--- src/psp_cfg.svh ---
// Constants for the pipelined SRAM port control block
// Overview of operation
// - The address, including its two low bits, is captured on a qualified rising edge and picks one location.
// - Four active-low byte-lane write selects, qualified by the write strobe, each gate one data lane and its check bit.
// - The active-low write strobe is sampled only on qualified edges and must be low to start a write.
// - Advance-or-load high on a qualified edge steps the burst counter instead of taking a new address.
// - Advance-or-load low on a qualified edge loads a new external address for that access.
// - Clock edges count, and inputs other than the burst-order strap are captured, only while the clock qualifier is low.
// - The device is selected only with the first and third chip selects low and the second high.
// - Output enable acts asynchronously: low lets the data pins drive, high tristates them.
// - Data pins stay tristated in write data phases, after a deselect and while deselected, whatever output enable says.
// - A high clock qualifier does not deselect; it freezes the previous cycle's state and pending accesses.
// - A static burst-order strap picks interleaved order when high and linear order when low.
// - Write data on the data lanes is captured into an internal data register that feeds the written location.
`ifndef PSP_CFG_SVH
`define PSP_CFG_SVH
`define PSP_ADDR_W      20
`define PSP_LANES       4
`define PSP_LANE_W      8
`define PSP_LOW_BITS    2
`define PSP_STRAP_RST   1'b1
`define PSP_BE_RST      4'h0
`endif

--- src/psp_pkg.sv ---
// Types shared by the pipelined SRAM port control block
package psp_pkg;
  typedef enum logic [1:0] {
    PSP_OP_IDLE  = 2'b00,
    PSP_OP_READ  = 2'b01,
    PSP_OP_WRITE = 2'b10
  } psp_op_t;
endpackage

--- src/psp_burst_ctr.sv ---
// Two-bit burst address counter with linear or interleaved ordering
`timescale 1ns/1ps
`include "psp_cfg.svh"
module psp_burst_ctr (
  input  wire logic                     i_mclk,
  input  wire logic                     i_rst_n,
  input  wire logic                     i_en,
  input  wire logic                     i_load,
  input  wire logic                     i_advance,
  input  wire logic [`PSP_LOW_BITS-1:0] i_base,
  input  wire logic                     i_interleave,
  output logic      [`PSP_LOW_BITS-1:0] o_next_low
);
  logic [`PSP_LOW_BITS-1:0] base_r;
  logic [`PSP_LOW_BITS-1:0] cnt_r;
  logic [`PSP_LOW_BITS-1:0] cnt_nxt;

  assign cnt_nxt = cnt_r + 2'h1;
  // Interleaved order flips low bits; linear order wraps within the burst
  assign o_next_low = i_interleave ? (base_r ^ cnt_nxt) : (base_r + cnt_nxt);

  always_ff @(posedge i_mclk or negedge i_rst_n) begin
    if (!i_rst_n) begin
      base_r <= 2'h0;
      cnt_r  <= 2'h0;
    end else if (i_en && i_load) begin
      base_r <= i_base;
      cnt_r  <= 2'h0;
    end else if (i_en && i_advance) begin
      cnt_r  <= cnt_nxt;
    end
  end
endmodule

--- src/psp_sram_port.sv ---
// Pipelined burst SRAM port: command capture, burst control, data lanes and memory strobes
`timescale 1ns/1ps
`include "psp_cfg.svh"
module psp_sram_port #(
  parameter int ADDR_W = `PSP_ADDR_W,
  parameter int LANES  = `PSP_LANES,
  parameter int LANE_W = `PSP_LANE_W
) (
  input  wire logic                      i_mclk,
  input  wire logic                      i_rst_n,
  input  wire logic [ADDR_W-1:0]         i_addr,
  input  wire logic [LANES-1:0]          i_byte_lane_write_select_n,
  input  wire logic                      i_write_n,
  input  wire logic                      i_advance_or_load,
  input  wire logic                      i_clock_qualifier_n,
  input  wire logic                      i_chip_select_first_n,
  input  wire logic                      i_chip_select_second,
  input  wire logic                      i_chip_select_third_n,
  input  wire logic                      i_output_enable_n,
  input  wire logic                      i_burst_order,
  input  wire logic [LANES*LANE_W-1:0]   i_dq,
  output logic      [LANES*LANE_W-1:0]   o_dq,
  output logic                           o_dq_oe_n,
  input  wire logic [LANES-1:0]          i_lane_check_bits,
  output logic      [LANES-1:0]          o_lane_check_bits,
  output logic                           o_lane_check_bits_oe_n,
  output logic      [ADDR_W-1:0]         o_mem_raddr,
  output logic                           o_mem_rd,
  input  wire logic [LANES*LANE_W-1:0]   i_mem_rdata,
  input  wire logic [LANES-1:0]          i_mem_rcheck,
  output logic      [ADDR_W-1:0]         o_mem_waddr,
  output logic      [LANES-1:0]          o_mem_wbe,
  output logic      [LANES*LANE_W-1:0]   o_mem_wdata,
  output logic      [LANES-1:0]          o_mem_wcheck,
  output logic                           o_mem_wr
);
  localparam int DW = LANES * LANE_W;

  logic                en;
  logic                sel;
  logic                load;
  logic                adv;
  psp_pkg::psp_op_t    cmd_op;
  logic [ADDR_W-1:0]   cmd_addr;
  logic [LANES-1:0]    cmd_be;
  logic [`PSP_LOW_BITS-1:0] next_low;
  psp_pkg::psp_op_t    last_op_r;
  logic [ADDR_W-1:0]   last_addr_r;
  psp_pkg::psp_op_t    s1_op_r;
  logic [ADDR_W-1:0]   s1_addr_r;
  psp_pkg::psp_op_t    s2_op_r;
  logic [ADDR_W-1:0]   s2_addr_r;
  logic [LANES-1:0]    s1_be_r;
  logic [LANES-1:0]    s2_be_r;
  logic                drv_r;
  logic                mode_r;
  logic                strap_done_r;
  logic [DW-1:0]       rd_data_nxt;
  logic [LANES-1:0]    rd_check_nxt;
  logic                fwd_now;
  logic                fwd_pend;

  // Byte-lane merge: lanes whose enable is set take the newer value
  function automatic logic [DW+LANES-1:0] merge_lanes(
    input logic [DW-1:0]    old_d,
    input logic [LANES-1:0] old_c,
    input logic [DW-1:0]    new_d,
    input logic [LANES-1:0] new_c,
    input logic [LANES-1:0] be
  );
    logic [DW-1:0]    d;
    logic [LANES-1:0] c;
    d = old_d;
    c = old_c;
    for (int i = 0; i < LANES; i++) begin
      if (be[i]) begin
        d[i*LANE_W +: LANE_W] = new_d[i*LANE_W +: LANE_W];
        c[i] = new_c[i];
      end
    end
    return {c, d};
  endfunction

  assign en   = ~i_clock_qualifier_n;
  assign sel  = ~i_chip_select_first_n & i_chip_select_second & ~i_chip_select_third_n;
  assign load = ~i_advance_or_load;
  assign adv  = i_advance_or_load;

  // An advance continues the last loaded command, so an advance after a
  // deselect stays deselected until the controller loads again
  always_comb begin
    if (load) begin
      if (!sel) begin
        cmd_op = psp_pkg::PSP_OP_IDLE;
      end else if (i_write_n) begin
        cmd_op = psp_pkg::PSP_OP_READ;
      end else begin
        cmd_op = psp_pkg::PSP_OP_WRITE;
      end
      cmd_addr = i_addr;
    end else begin
      cmd_op   = last_op_r;
      cmd_addr = {last_addr_r[ADDR_W-1:`PSP_LOW_BITS], next_low};
    end
    cmd_be = (cmd_op == psp_pkg::PSP_OP_WRITE) ? ~i_byte_lane_write_select_n : `PSP_BE_RST;
  end

  psp_burst_ctr u_burst_ctr (
    .i_mclk       (i_mclk),
    .i_rst_n      (i_rst_n),
    .i_en         (en),
    .i_load       (load),
    .i_advance    (adv),
    .i_base       (i_addr[`PSP_LOW_BITS-1:0]),
    .i_interleave (mode_r),
    .o_next_low   (next_low)
  );

  // Strap is caught once after reset release; it is not expected to move later
  always_ff @(posedge i_mclk or negedge i_rst_n) begin
    if (!i_rst_n) begin
      mode_r       <= `PSP_STRAP_RST;
      strap_done_r <= 1'b0;
    end else if (!strap_done_r) begin
      mode_r       <= i_burst_order;
      strap_done_r <= 1'b1;
    end
  end

  // Command pipeline; an unqualified edge freezes every stage
  always_ff @(posedge i_mclk or negedge i_rst_n) begin
    if (!i_rst_n) begin
      last_op_r   <= psp_pkg::PSP_OP_IDLE;
      last_addr_r <= '0;
      s1_op_r     <= psp_pkg::PSP_OP_IDLE;
      s1_addr_r   <= '0;
      s1_be_r     <= `PSP_BE_RST;
      s2_op_r     <= psp_pkg::PSP_OP_IDLE;
      s2_addr_r   <= '0;
      s2_be_r     <= `PSP_BE_RST;
    end else if (en) begin
      last_op_r   <= cmd_op;
      last_addr_r <= cmd_addr;
      s1_op_r     <= cmd_op;
      s1_addr_r   <= cmd_addr;
      s1_be_r     <= cmd_be;
      s2_op_r     <= s1_op_r;
      s2_addr_r   <= s1_addr_r;
      s2_be_r     <= s1_be_r;
    end
  end

  // Read port: the array reads o_mem_raddr combinationally
  always_ff @(posedge i_mclk or negedge i_rst_n) begin
    if (!i_rst_n) begin
      o_mem_raddr <= '0;
      o_mem_rd    <= 1'b0;
    end else begin
      o_mem_rd <= en && (cmd_op == psp_pkg::PSP_OP_READ);
      if (en && (cmd_op == psp_pkg::PSP_OP_READ)) begin
        o_mem_raddr <= cmd_addr;
      end
    end
  end

  // Writes not yet committed are forwarded so back-to-back traffic stays coherent
  assign fwd_now  = (s2_op_r == psp_pkg::PSP_OP_WRITE) && (s2_addr_r == s1_addr_r);
  assign fwd_pend = o_mem_wr && (o_mem_waddr == s1_addr_r);

  always_comb begin
    {rd_check_nxt, rd_data_nxt} = {i_mem_rcheck, i_mem_rdata};
    if (fwd_pend) begin
      {rd_check_nxt, rd_data_nxt} = merge_lanes(rd_data_nxt, rd_check_nxt,
                                                o_mem_wdata, o_mem_wcheck, o_mem_wbe);
    end
    if (fwd_now) begin
      {rd_check_nxt, rd_data_nxt} = merge_lanes(rd_data_nxt, rd_check_nxt,
                                                i_dq, i_lane_check_bits, s2_be_r);
    end
  end

  // Read data slot: driven only when the slot belongs to a read
  always_ff @(posedge i_mclk or negedge i_rst_n) begin
    if (!i_rst_n) begin
      drv_r             <= 1'b0;
      o_dq              <= '0;
      o_lane_check_bits <= '0;
    end else if (en) begin
      drv_r <= (s1_op_r == psp_pkg::PSP_OP_READ);
      if (s1_op_r == psp_pkg::PSP_OP_READ) begin
        o_dq              <= rd_data_nxt;
        o_lane_check_bits <= rd_check_nxt;
      end
    end
  end

  // Output enable must act without the clock, so it gates the registered drive
  assign o_dq_oe_n              = ~(drv_r & ~i_output_enable_n);
  assign o_lane_check_bits_oe_n = ~(drv_r & ~i_output_enable_n);

  // Write data register, committed to the array one cycle later
  always_ff @(posedge i_mclk or negedge i_rst_n) begin
    if (!i_rst_n) begin
      o_mem_wr     <= 1'b0;
      o_mem_waddr  <= '0;
      o_mem_wbe    <= `PSP_BE_RST;
      o_mem_wdata  <= '0;
      o_mem_wcheck <= '0;
    end else begin
      o_mem_wr <= en && (s2_op_r == psp_pkg::PSP_OP_WRITE);
      if (en && (s2_op_r == psp_pkg::PSP_OP_WRITE)) begin
        o_mem_waddr  <= s2_addr_r;
        o_mem_wbe    <= s2_be_r;
        o_mem_wdata  <= i_dq;
        o_mem_wcheck <= i_lane_check_bits;
      end
    end
  end

  property p_write_commit;
    @(posedge i_mclk) disable iff (!i_rst_n)
      (en && load && sel && !i_write_n) ##1 en ##1 en |=>
        o_mem_wr && (o_mem_waddr == $past(i_addr, 3));
  endproperty
  a_write_commit: assert property (p_write_commit) else $error("write not committed on time");

  property p_write_lanes;
    @(posedge i_mclk) disable iff (!i_rst_n)
      (en && load && sel && !i_write_n) ##1 en ##1 en |=>
        (o_mem_wbe == ~$past(i_byte_lane_write_select_n, 3));
  endproperty
  a_write_lanes: assert property (p_write_lanes) else $error("byte lanes wrong on write");

  property p_read_slot;
    @(posedge i_mclk) disable iff (!i_rst_n)
      (en && load && sel && i_write_n) ##1 en |=> drv_r;
  endproperty
  a_read_slot: assert property (p_read_slot) else $error("read slot not driven");

  property p_deselect_quiet;
    @(posedge i_mclk) disable iff (!i_rst_n)
      (en && load && !sel) ##1 en |=> !drv_r && o_dq_oe_n;
  endproperty
  a_deselect_quiet: assert property (p_deselect_quiet) else $error("driving after deselect");

  property p_write_quiet;
    @(posedge i_mclk) disable iff (!i_rst_n)
      (en && load && sel && !i_write_n) ##1 en |=> o_dq_oe_n && o_lane_check_bits_oe_n;
  endproperty
  a_write_quiet: assert property (p_write_quiet) else $error("driving in write slot");

  property p_oe_mask;
    @(posedge i_mclk) disable iff (!i_rst_n)
      i_output_enable_n |-> o_dq_oe_n;
  endproperty
  a_oe_mask: assert property (p_oe_mask) else $error("drive with output enable high");

  property p_hold;
    @(posedge i_mclk) disable iff (!i_rst_n)
      !en |=> $stable(s1_op_r) && $stable(s2_addr_r) && $stable(drv_r) && !o_mem_wr;
  endproperty
  a_hold: assert property (p_hold) else $error("state moved on masked edge");

  property p_load_addr;
    @(posedge i_mclk) disable iff (!i_rst_n)
      (en && load && sel && i_write_n) |=> o_mem_rd && (o_mem_raddr == $past(i_addr));
  endproperty
  a_load_addr: assert property (p_load_addr) else $error("new address not loaded");

  property p_advance;
    @(posedge i_mclk) disable iff (!i_rst_n)
      (en && adv && last_op_r == psp_pkg::PSP_OP_READ) |=>
        o_mem_rd && (o_mem_raddr[ADDR_W-1:2] == $past(last_addr_r[ADDR_W-1:2]))
        && (o_mem_raddr[1:0] != $past(last_addr_r[1:0]));
  endproperty
  a_advance: assert property (p_advance) else $error("burst did not advance");
endmodule

--- config.mk ---
export PLATFORM = sky130hd
export DESIGN_NAME = psp_sram_port
export DESIGN_NICKNAME = d
export VERILOG_FILES = /design/src/psp_pkg.sv /design/src/psp_burst_ctr.sv /design/src/psp_sram_port.sv
export VERILOG_INCLUDE_DIRS = /design/src /design/src/src
export SDC_FILE = /design/constraint.sdc
export NUM_CORES = 1
export LEC_CHECK = 0
export BUFFER_PORTS_ARGS = -buffer_cell sky130_fd_sc_hd__buf_4
export CAP_MARGIN = 30
export CORE_ASPECT_RATIO = 1.75
export CORE_MARGIN = 2
export CORE_UTILIZATION = 45
export CTS_BUF_LIST = sky130_fd_sc_hd__clkbuf_4 sky130_fd_sc_hd__clkbuf_8
export DETAILED_ROUTE_END_ITERATION = 7
export PLACE_DENSITY = 0.69
export SLEW_MARGIN = 40
export SYNTH_ARGS = -nofsm -noshare
export SYNTH_HDL_FRONTEND = slang
export SYNTH_SLANG_ARGS = --single-unit
export TNS_END_PERCENT = 20
--- constraint.sdc ---
create_clock -name i_mclk -period 2.6 [get_ports i_mclk]
set_clock_uncertainty 0.05 [all_clocks]
set_input_delay 0.39 -clock i_mclk [delete_from_list [all_inputs] [get_ports i_mclk]]
set_output_delay 0.39 -clock i_mclk [all_outputs]
set_load 0.05 [all_outputs]
# Yosys cells after proc, flatten, opt, wreduce, memory -nomap -nowiden
# Cells that the tools add are included.
# classes
n_reduce_logical	8
mux	28
order_cmp	0
n_div	0
n_eq_ne	6
n_shift	0
n_addsub	2
bitwise_logic	11
n_mul	0
# op_table
cell	n
$mux 32	2
$mux 8	8
$eq 20x20->1	2
$mux 20	1
$mux 2	6
$mux 4	3
$mux 1	8
$logic_and 1x1->1	6
$not 1->1	6
$eq 2x1->1 const B	2
$eq 2x2->1 const B	2
$not 4->4	1
$and 1x1->1	3
$add 2x1->2 const B	1
$add 2x2->2	1
$reduce_and 2->1	1
$reduce_bool 2->1	1
$xor 2x2->2	1
# totals
wordCells	75
latch_bits	0
input_bits	106
romBits	0
mem_count	0
out_inout_bits	120
ram_bits	0
register_bits	177

# Depth between registers and ports, before layout
# logic_depth
word_depth	7
depth_mapped	8
depth_no_buf	8

# Hierarchy
# A second synthesis with hierarchy kept.
# hier_totals
hier_cells	664
area_unflattened_um2	8206.6
# modules_own_cells
mod	cells_per_inst	instances	area_per_inst_um2	seq_area_each_um2
psp_sram_port	641	1	7976.4	4330.4
psp_burst_ctr	23	1	230.2	100.1

# Worst setup path before layout
# No wires, ideal clock.
# synth_path
kind	reg-to-reg
from	register o_mem_waddr[19]
to	register o_dq[0]
path_stages_with_launch	8
path_slack_ps	394
period_less_slack_ps	2206
arrival_ps	2070
setup_ps	87
path_cell_list	dfrtp_1 -> inv_1 -> a221o_1 -> a2111oi_4 -> nand4_1 -> buf_2 -> mux2i_1 -> o211ai_1
# synth_between
elab_chain_len	5
# synth_lines
element	line_no	source
start: declaration	psp_sram_port.sv:31	output logic [ADDR_W-1:0] o_mem_waddr,
start signal: assignment	psp_sram_port.sv:212	o_mem_waddr <= s2_addr_r;
$eq 20x20->1 (*)	psp_sram_port.sv:168	assign fwd_pend = o_mem_wr && (o_mem_waddr == s1_addr_r);
$logic_and 1x1->1 (*)	psp_sram_port.sv:168	
$mux 32 (*)	psp_sram_port.sv:172	if (fwd_pend) begin
$mux 8	psp_sram_port.sv:76	if (be[i]) begin
$mux 32 (*)	psp_sram_port.sv:176	if (fwd_now) begin
end signal: assignment	psp_sram_port.sv:191	o_dq <= rd_data_nxt;
end: declaration	psp_sram_port.sv:22	output logic [LANES*LANE_W-1:0] o_dq,
# Mark *: on every way between the ends. The rest lies on a longest branch, timed or not.
# A chain may end at the register's enable or synchronous reset.

# Final worst setup path
# layout_path
from	register s1_addr_r[9]
to	register o_dq[26]
# layout_between
elab_chain_len	5
elab_cells_between_ends	7
# layout_lines
element	line_no	source
start: declaration	psp_sram_port.sv:50	logic [ADDR_W-1:0] s1_addr_r;
start signal: assignment	psp_sram_port.sv:145	s1_addr_r <= cmd_addr;
$eq 20x20->1	psp_sram_port.sv:168	
$logic_and 1x1->1	psp_sram_port.sv:168	
$mux 32	psp_sram_port.sv:172	
$mux 8	psp_sram_port.sv:76	
$mux 32 (*)	psp_sram_port.sv:176	
# Marked as above.

==> impl_metrics.ini <==
[cts]
htree_levels = 4
ctsLongestPathBuffers = 2
clockRootBuffer = clkbuf_8
path_clk_slew_ns = 0.11
cts_num_sinks = 177
insertion_delay_ns = 0.45
cts_buffers = 17
cts_tree = yes
cts_setup_buffers = 0

[worst_setup_path]
r2r_cells = 8
cp_max_fo = 9
rr_startpoint = s1_addr_r[9]$_DFFE_PN0N_
critPathRequiredTime_ns = 2.87
cp_cell_sequence = xnor2_1, nand4_1, nor4_1, buf_4, nand4_1, buf_4, mux2i_1, o211ai_1
slowest_stage = nor4_1
arrival_ns = 2.64
r2r_slack_ns = 0.22
r2r-end = o_dq[26]$_DFFE_PN0P_
start_kind = register
worst_path_largest_cell_delay_ns = 0.50
endpoint_kind = register
crit_type = register to register

[layout]
drive_gt1_frac = 0.430
layout_commonest_cell = buf_4
final_nets = 984
layout_common_cells = buf_4 (238), dfrtp_1 (176), mux2_2 (101)
finalNonFillerCells = 1121
fillerInstances = 1488
diodes = 0
areaGrowthSynthToFinish_pct = 29.8

[worst_hold_path]
min_from = i_byte_lane_write_select_n[3]
hp-class = input port to register
hold_path_depth = 2
min_to = s1_be_r[3]$_DFFE_PN0N_

[global_routing]
antenna_found_initial = 0
grt_pass1_wl_microns = 33900
grt_pass1_vias = 6453
grt-ovfl-total = 0
met3_usage = 0.0445
grt.busiest_layer = met2
grtUsageMet2 = 0.427
grt_max_degree = 68
grt_use_met1 = 0.254
grt.total_usage = 0.228

[routing]
drcViolationCount = 0
drtPass1Iterations = 4
drt_iter0_markers = 196
via_count = 5933
drt.antenna.violating_nets = 0
wl_per_cell_microns = 18.9
via_per_inst = 5.29
drt_wl_total_microns = 21200

[pwr]
switching_power_mw = 5.27
peakVddDrop_mv = 0.693
pwr-share-seq = 0.377
p_leak_nw = 5.09
comb_power_share = 0.456
p_int_mw = 6.13
p_clk_frac = 0.167
p_sw_frac = 0.462
power-per-cell-area_nw_per_um2 = 1100

[yosys]
synth_nets = 762
yosysWarningCount = 0
synthCells = 655
ys_ff_latch = 177
syn-cell-area_sq_um = 7970
syn_area_per_cell_sq_um = 12.2
yosysSeqAreaShare = 0.556
synth.distinct_cells = 37

[die]
coreArea_sq_um = 17500
dieArea_sq_um = 18800
rows = 64
die_w_microns = 105
initial_core_util = 0.456
die_h_microns = 180
io_pins = 226

[timing]
layout_min_cycle_time_ns = 2.38
max-slew-margin-rel = 0.555
worst_slew_pin_slew_ns = 0.668
rsz0062_at_grt = false
max_freq_ghz = 0.421
slew_violations = 0
tns_ns = 0
fin_crit_sh = 0.914
setup_viol = 0
timing_hold_violations_final = 0

[placed_design]
dp_cells = 1088
place_congestion = 0.860
io_buffer_count = 225
dp_hpwl_microns = 15700

[status]
outcome = completed

[run]
max_cap_violations = 0
-- cell families (layout without fill, tap and decap cells) --
| family | after synthesis | in the layout | share of synthesized area |
|---|---|---|---|
| flip-flops | 177 | 177 | 0.556 |
| multiplexers | 155 | 155 | 0.211 |
| AND/OR/NAND/NOR | 147 | 147 | 0.0864 |
| AO/OA/AOI/OAI | 85 | 85 | 0.0714 |
| buffers and inverters | 51 | 286 | 0.0319 |
| XOR/XNOR | 38 | 38 | 0.0418 |
| adder cells (fa/ha/maj) | 1 | 1 | 0.00157 |
| other | 1 | 1 | 0.000471 |
-- per-stage QoR --
| stage | setup slack (ns) | hold slack [ns] | power (mW) | util | cell area [sq um] |
|---|---|---|---|---|---|
| floorplan | 0.394 | 0.0444 | 7.71 | - | 7970 |
| global placement | 0.275 | 0.385 | 9.46 | 0.569 | 9940 |
| detailed placement | 0.250 | 0.393 | 9.59 | 0.569 | 9940 |
| CTS | 0.223 | 0.0464 | 11.5 | 0.592 | 10300 |
| global route | 0.0120 | 0.0578 | 11.9 | 0.592 | 10300 |
| finish | 0.224 | 0.0761 | 11.4 | 0.592 | 10300 |
-- synthesized netlist by cell type --
cell type  count  area [sq um]
dfrtp_1      176          4400
mux2_2       101          1140
nand2_1       80           300
mux2i_1       54           541
nand3_1       36           180
o211ai_1      36           270
o21ai_0       36           180
clkbuf_1      21          78.8
xor2_1        20           175
xnor2_1       18           158
buf_2         10          50.1
inv_1          9          33.8
nand4_1        7          43.8
buf_6          6          67.6
nand2b_1       6          37.5
nor4_1         6          37.5
a21o_1         5          37.5
buf_1          3          11.3
nor2_1         3          11.3
nor3_1         2          10.0
nor3b_1        2          15.0
o221ai_1       2          17.5
o22ai_1        2          12.5
a2111oi_4      1          27.5
a21oi_1        1          5.00
a221o_1        1          10.0
a22o_1         1          8.76
buf_4          1          7.51
clkbuf_2       1          5.00
conb_1         1          3.75
dfstp_2        1          26.3
ha_1           1          12.5
nand3b_1       1          7.51
nand4b_1       1          8.76
nor4_4         1          21.3
or2_2          1          6.26
or3b_1         1          8.76
-- worst max-delay path by stage --
stage                                startpoint              endpoint  slack [ns]  depth (start not counted)
finish                 s1_addr_r[9]$_DFFE_PN0N_  o_dq[26]$_DFFE_PN0P_        0.22                          8
CTS                    s1_addr_r[9]$_DFFE_PN0N_  o_dq[26]$_DFFE_PN0P_        0.22                          8
global placement       s1_addr_r[9]$_DFFE_PN0N_  o_dq[26]$_DFFE_PN0P_        0.27                          8
floorplan           o_mem_waddr[19]$_DFFE_PN0P_   o_dq[0]$_DFFE_PN0P_        0.39                          7
global route           s1_addr_r[7]$_DFFE_PN0N_   o_dq[8]$_DFFE_PN0P_        0.01                          7
detailed placement    s1_addr_r[18]$_DFFE_PN0N_   o_dq[9]$_DFFE_PN0P_        0.25                          8
-- power by group through the flow --
stage	clock network (mW)	registers, mW	logic [mW]
CTS	1.95	4.30	5.24
detailed placement	0	4.35	5.23
finish	1.91	4.30	5.20
global route	2.08	4.41	5.42
floorplan	0	6.61	1.10
global placement	0	4.30	5.16
-- timing repair --
| item | in CTS | in global routing |
|---|---|---|
| resized for setup | 0 | 0 |
| hold endpoints to repair | 63 | 0 |
| hold buffers | 1 | 0 |
| endpoints found under the setup margin | 0 | 0 |
-- critical path, delay by kind of cell, from the launching register on --
family / cells / cell delay [ns]
AOI/OAI and AO/OA: 1 / 0.11
xor gates and xnor gates: 1 / 0.23
buffers and inverters: 2 / 0.44
DFF: 1 / 0.46
muxes: 1 / 0.19
and+or+nand+nor: 3 / 0.75
-- sequential cells by signal (all words and copies together), names as in the netlist, 20 cells and up --
name	flops
s1_addr_r	20
s2_addr_r	20
o_dq	32
o_mem_wdata	32
o_mem_raddr	20
o_mem_waddr	20
-- metal layers --
| metal | wire (microns) | up-vias |
|---|---|---|
| met1 | 7820 | 2960 |
| met4 | 479 | 0 |
| met3 | 1040 | 32 |
| met2 | 11800 | 192 |
| li1 | - | 2749 |
| met5 | 0 | - |
-- layout make-up --
| type | count | area, sq um | share of cell area |
|---|---|---|---|
| flip-flops and latches | 177 | 4430 | 0.428 |
| well taps | 231 | 289 | 0.0279 |
| repair buffers | 245 | 1910 | 0.185 |
| inverters | 9 | 33.8 | 0.00327 |
| clock inverters | 13 | 141 | 0.0137 |
| clock buffers | 19 | 249 | 0.0241 |
| multi-input cells | 427 | 3290 | 0.318 |
Note: power is estimated with default switching activity, not from simulation.
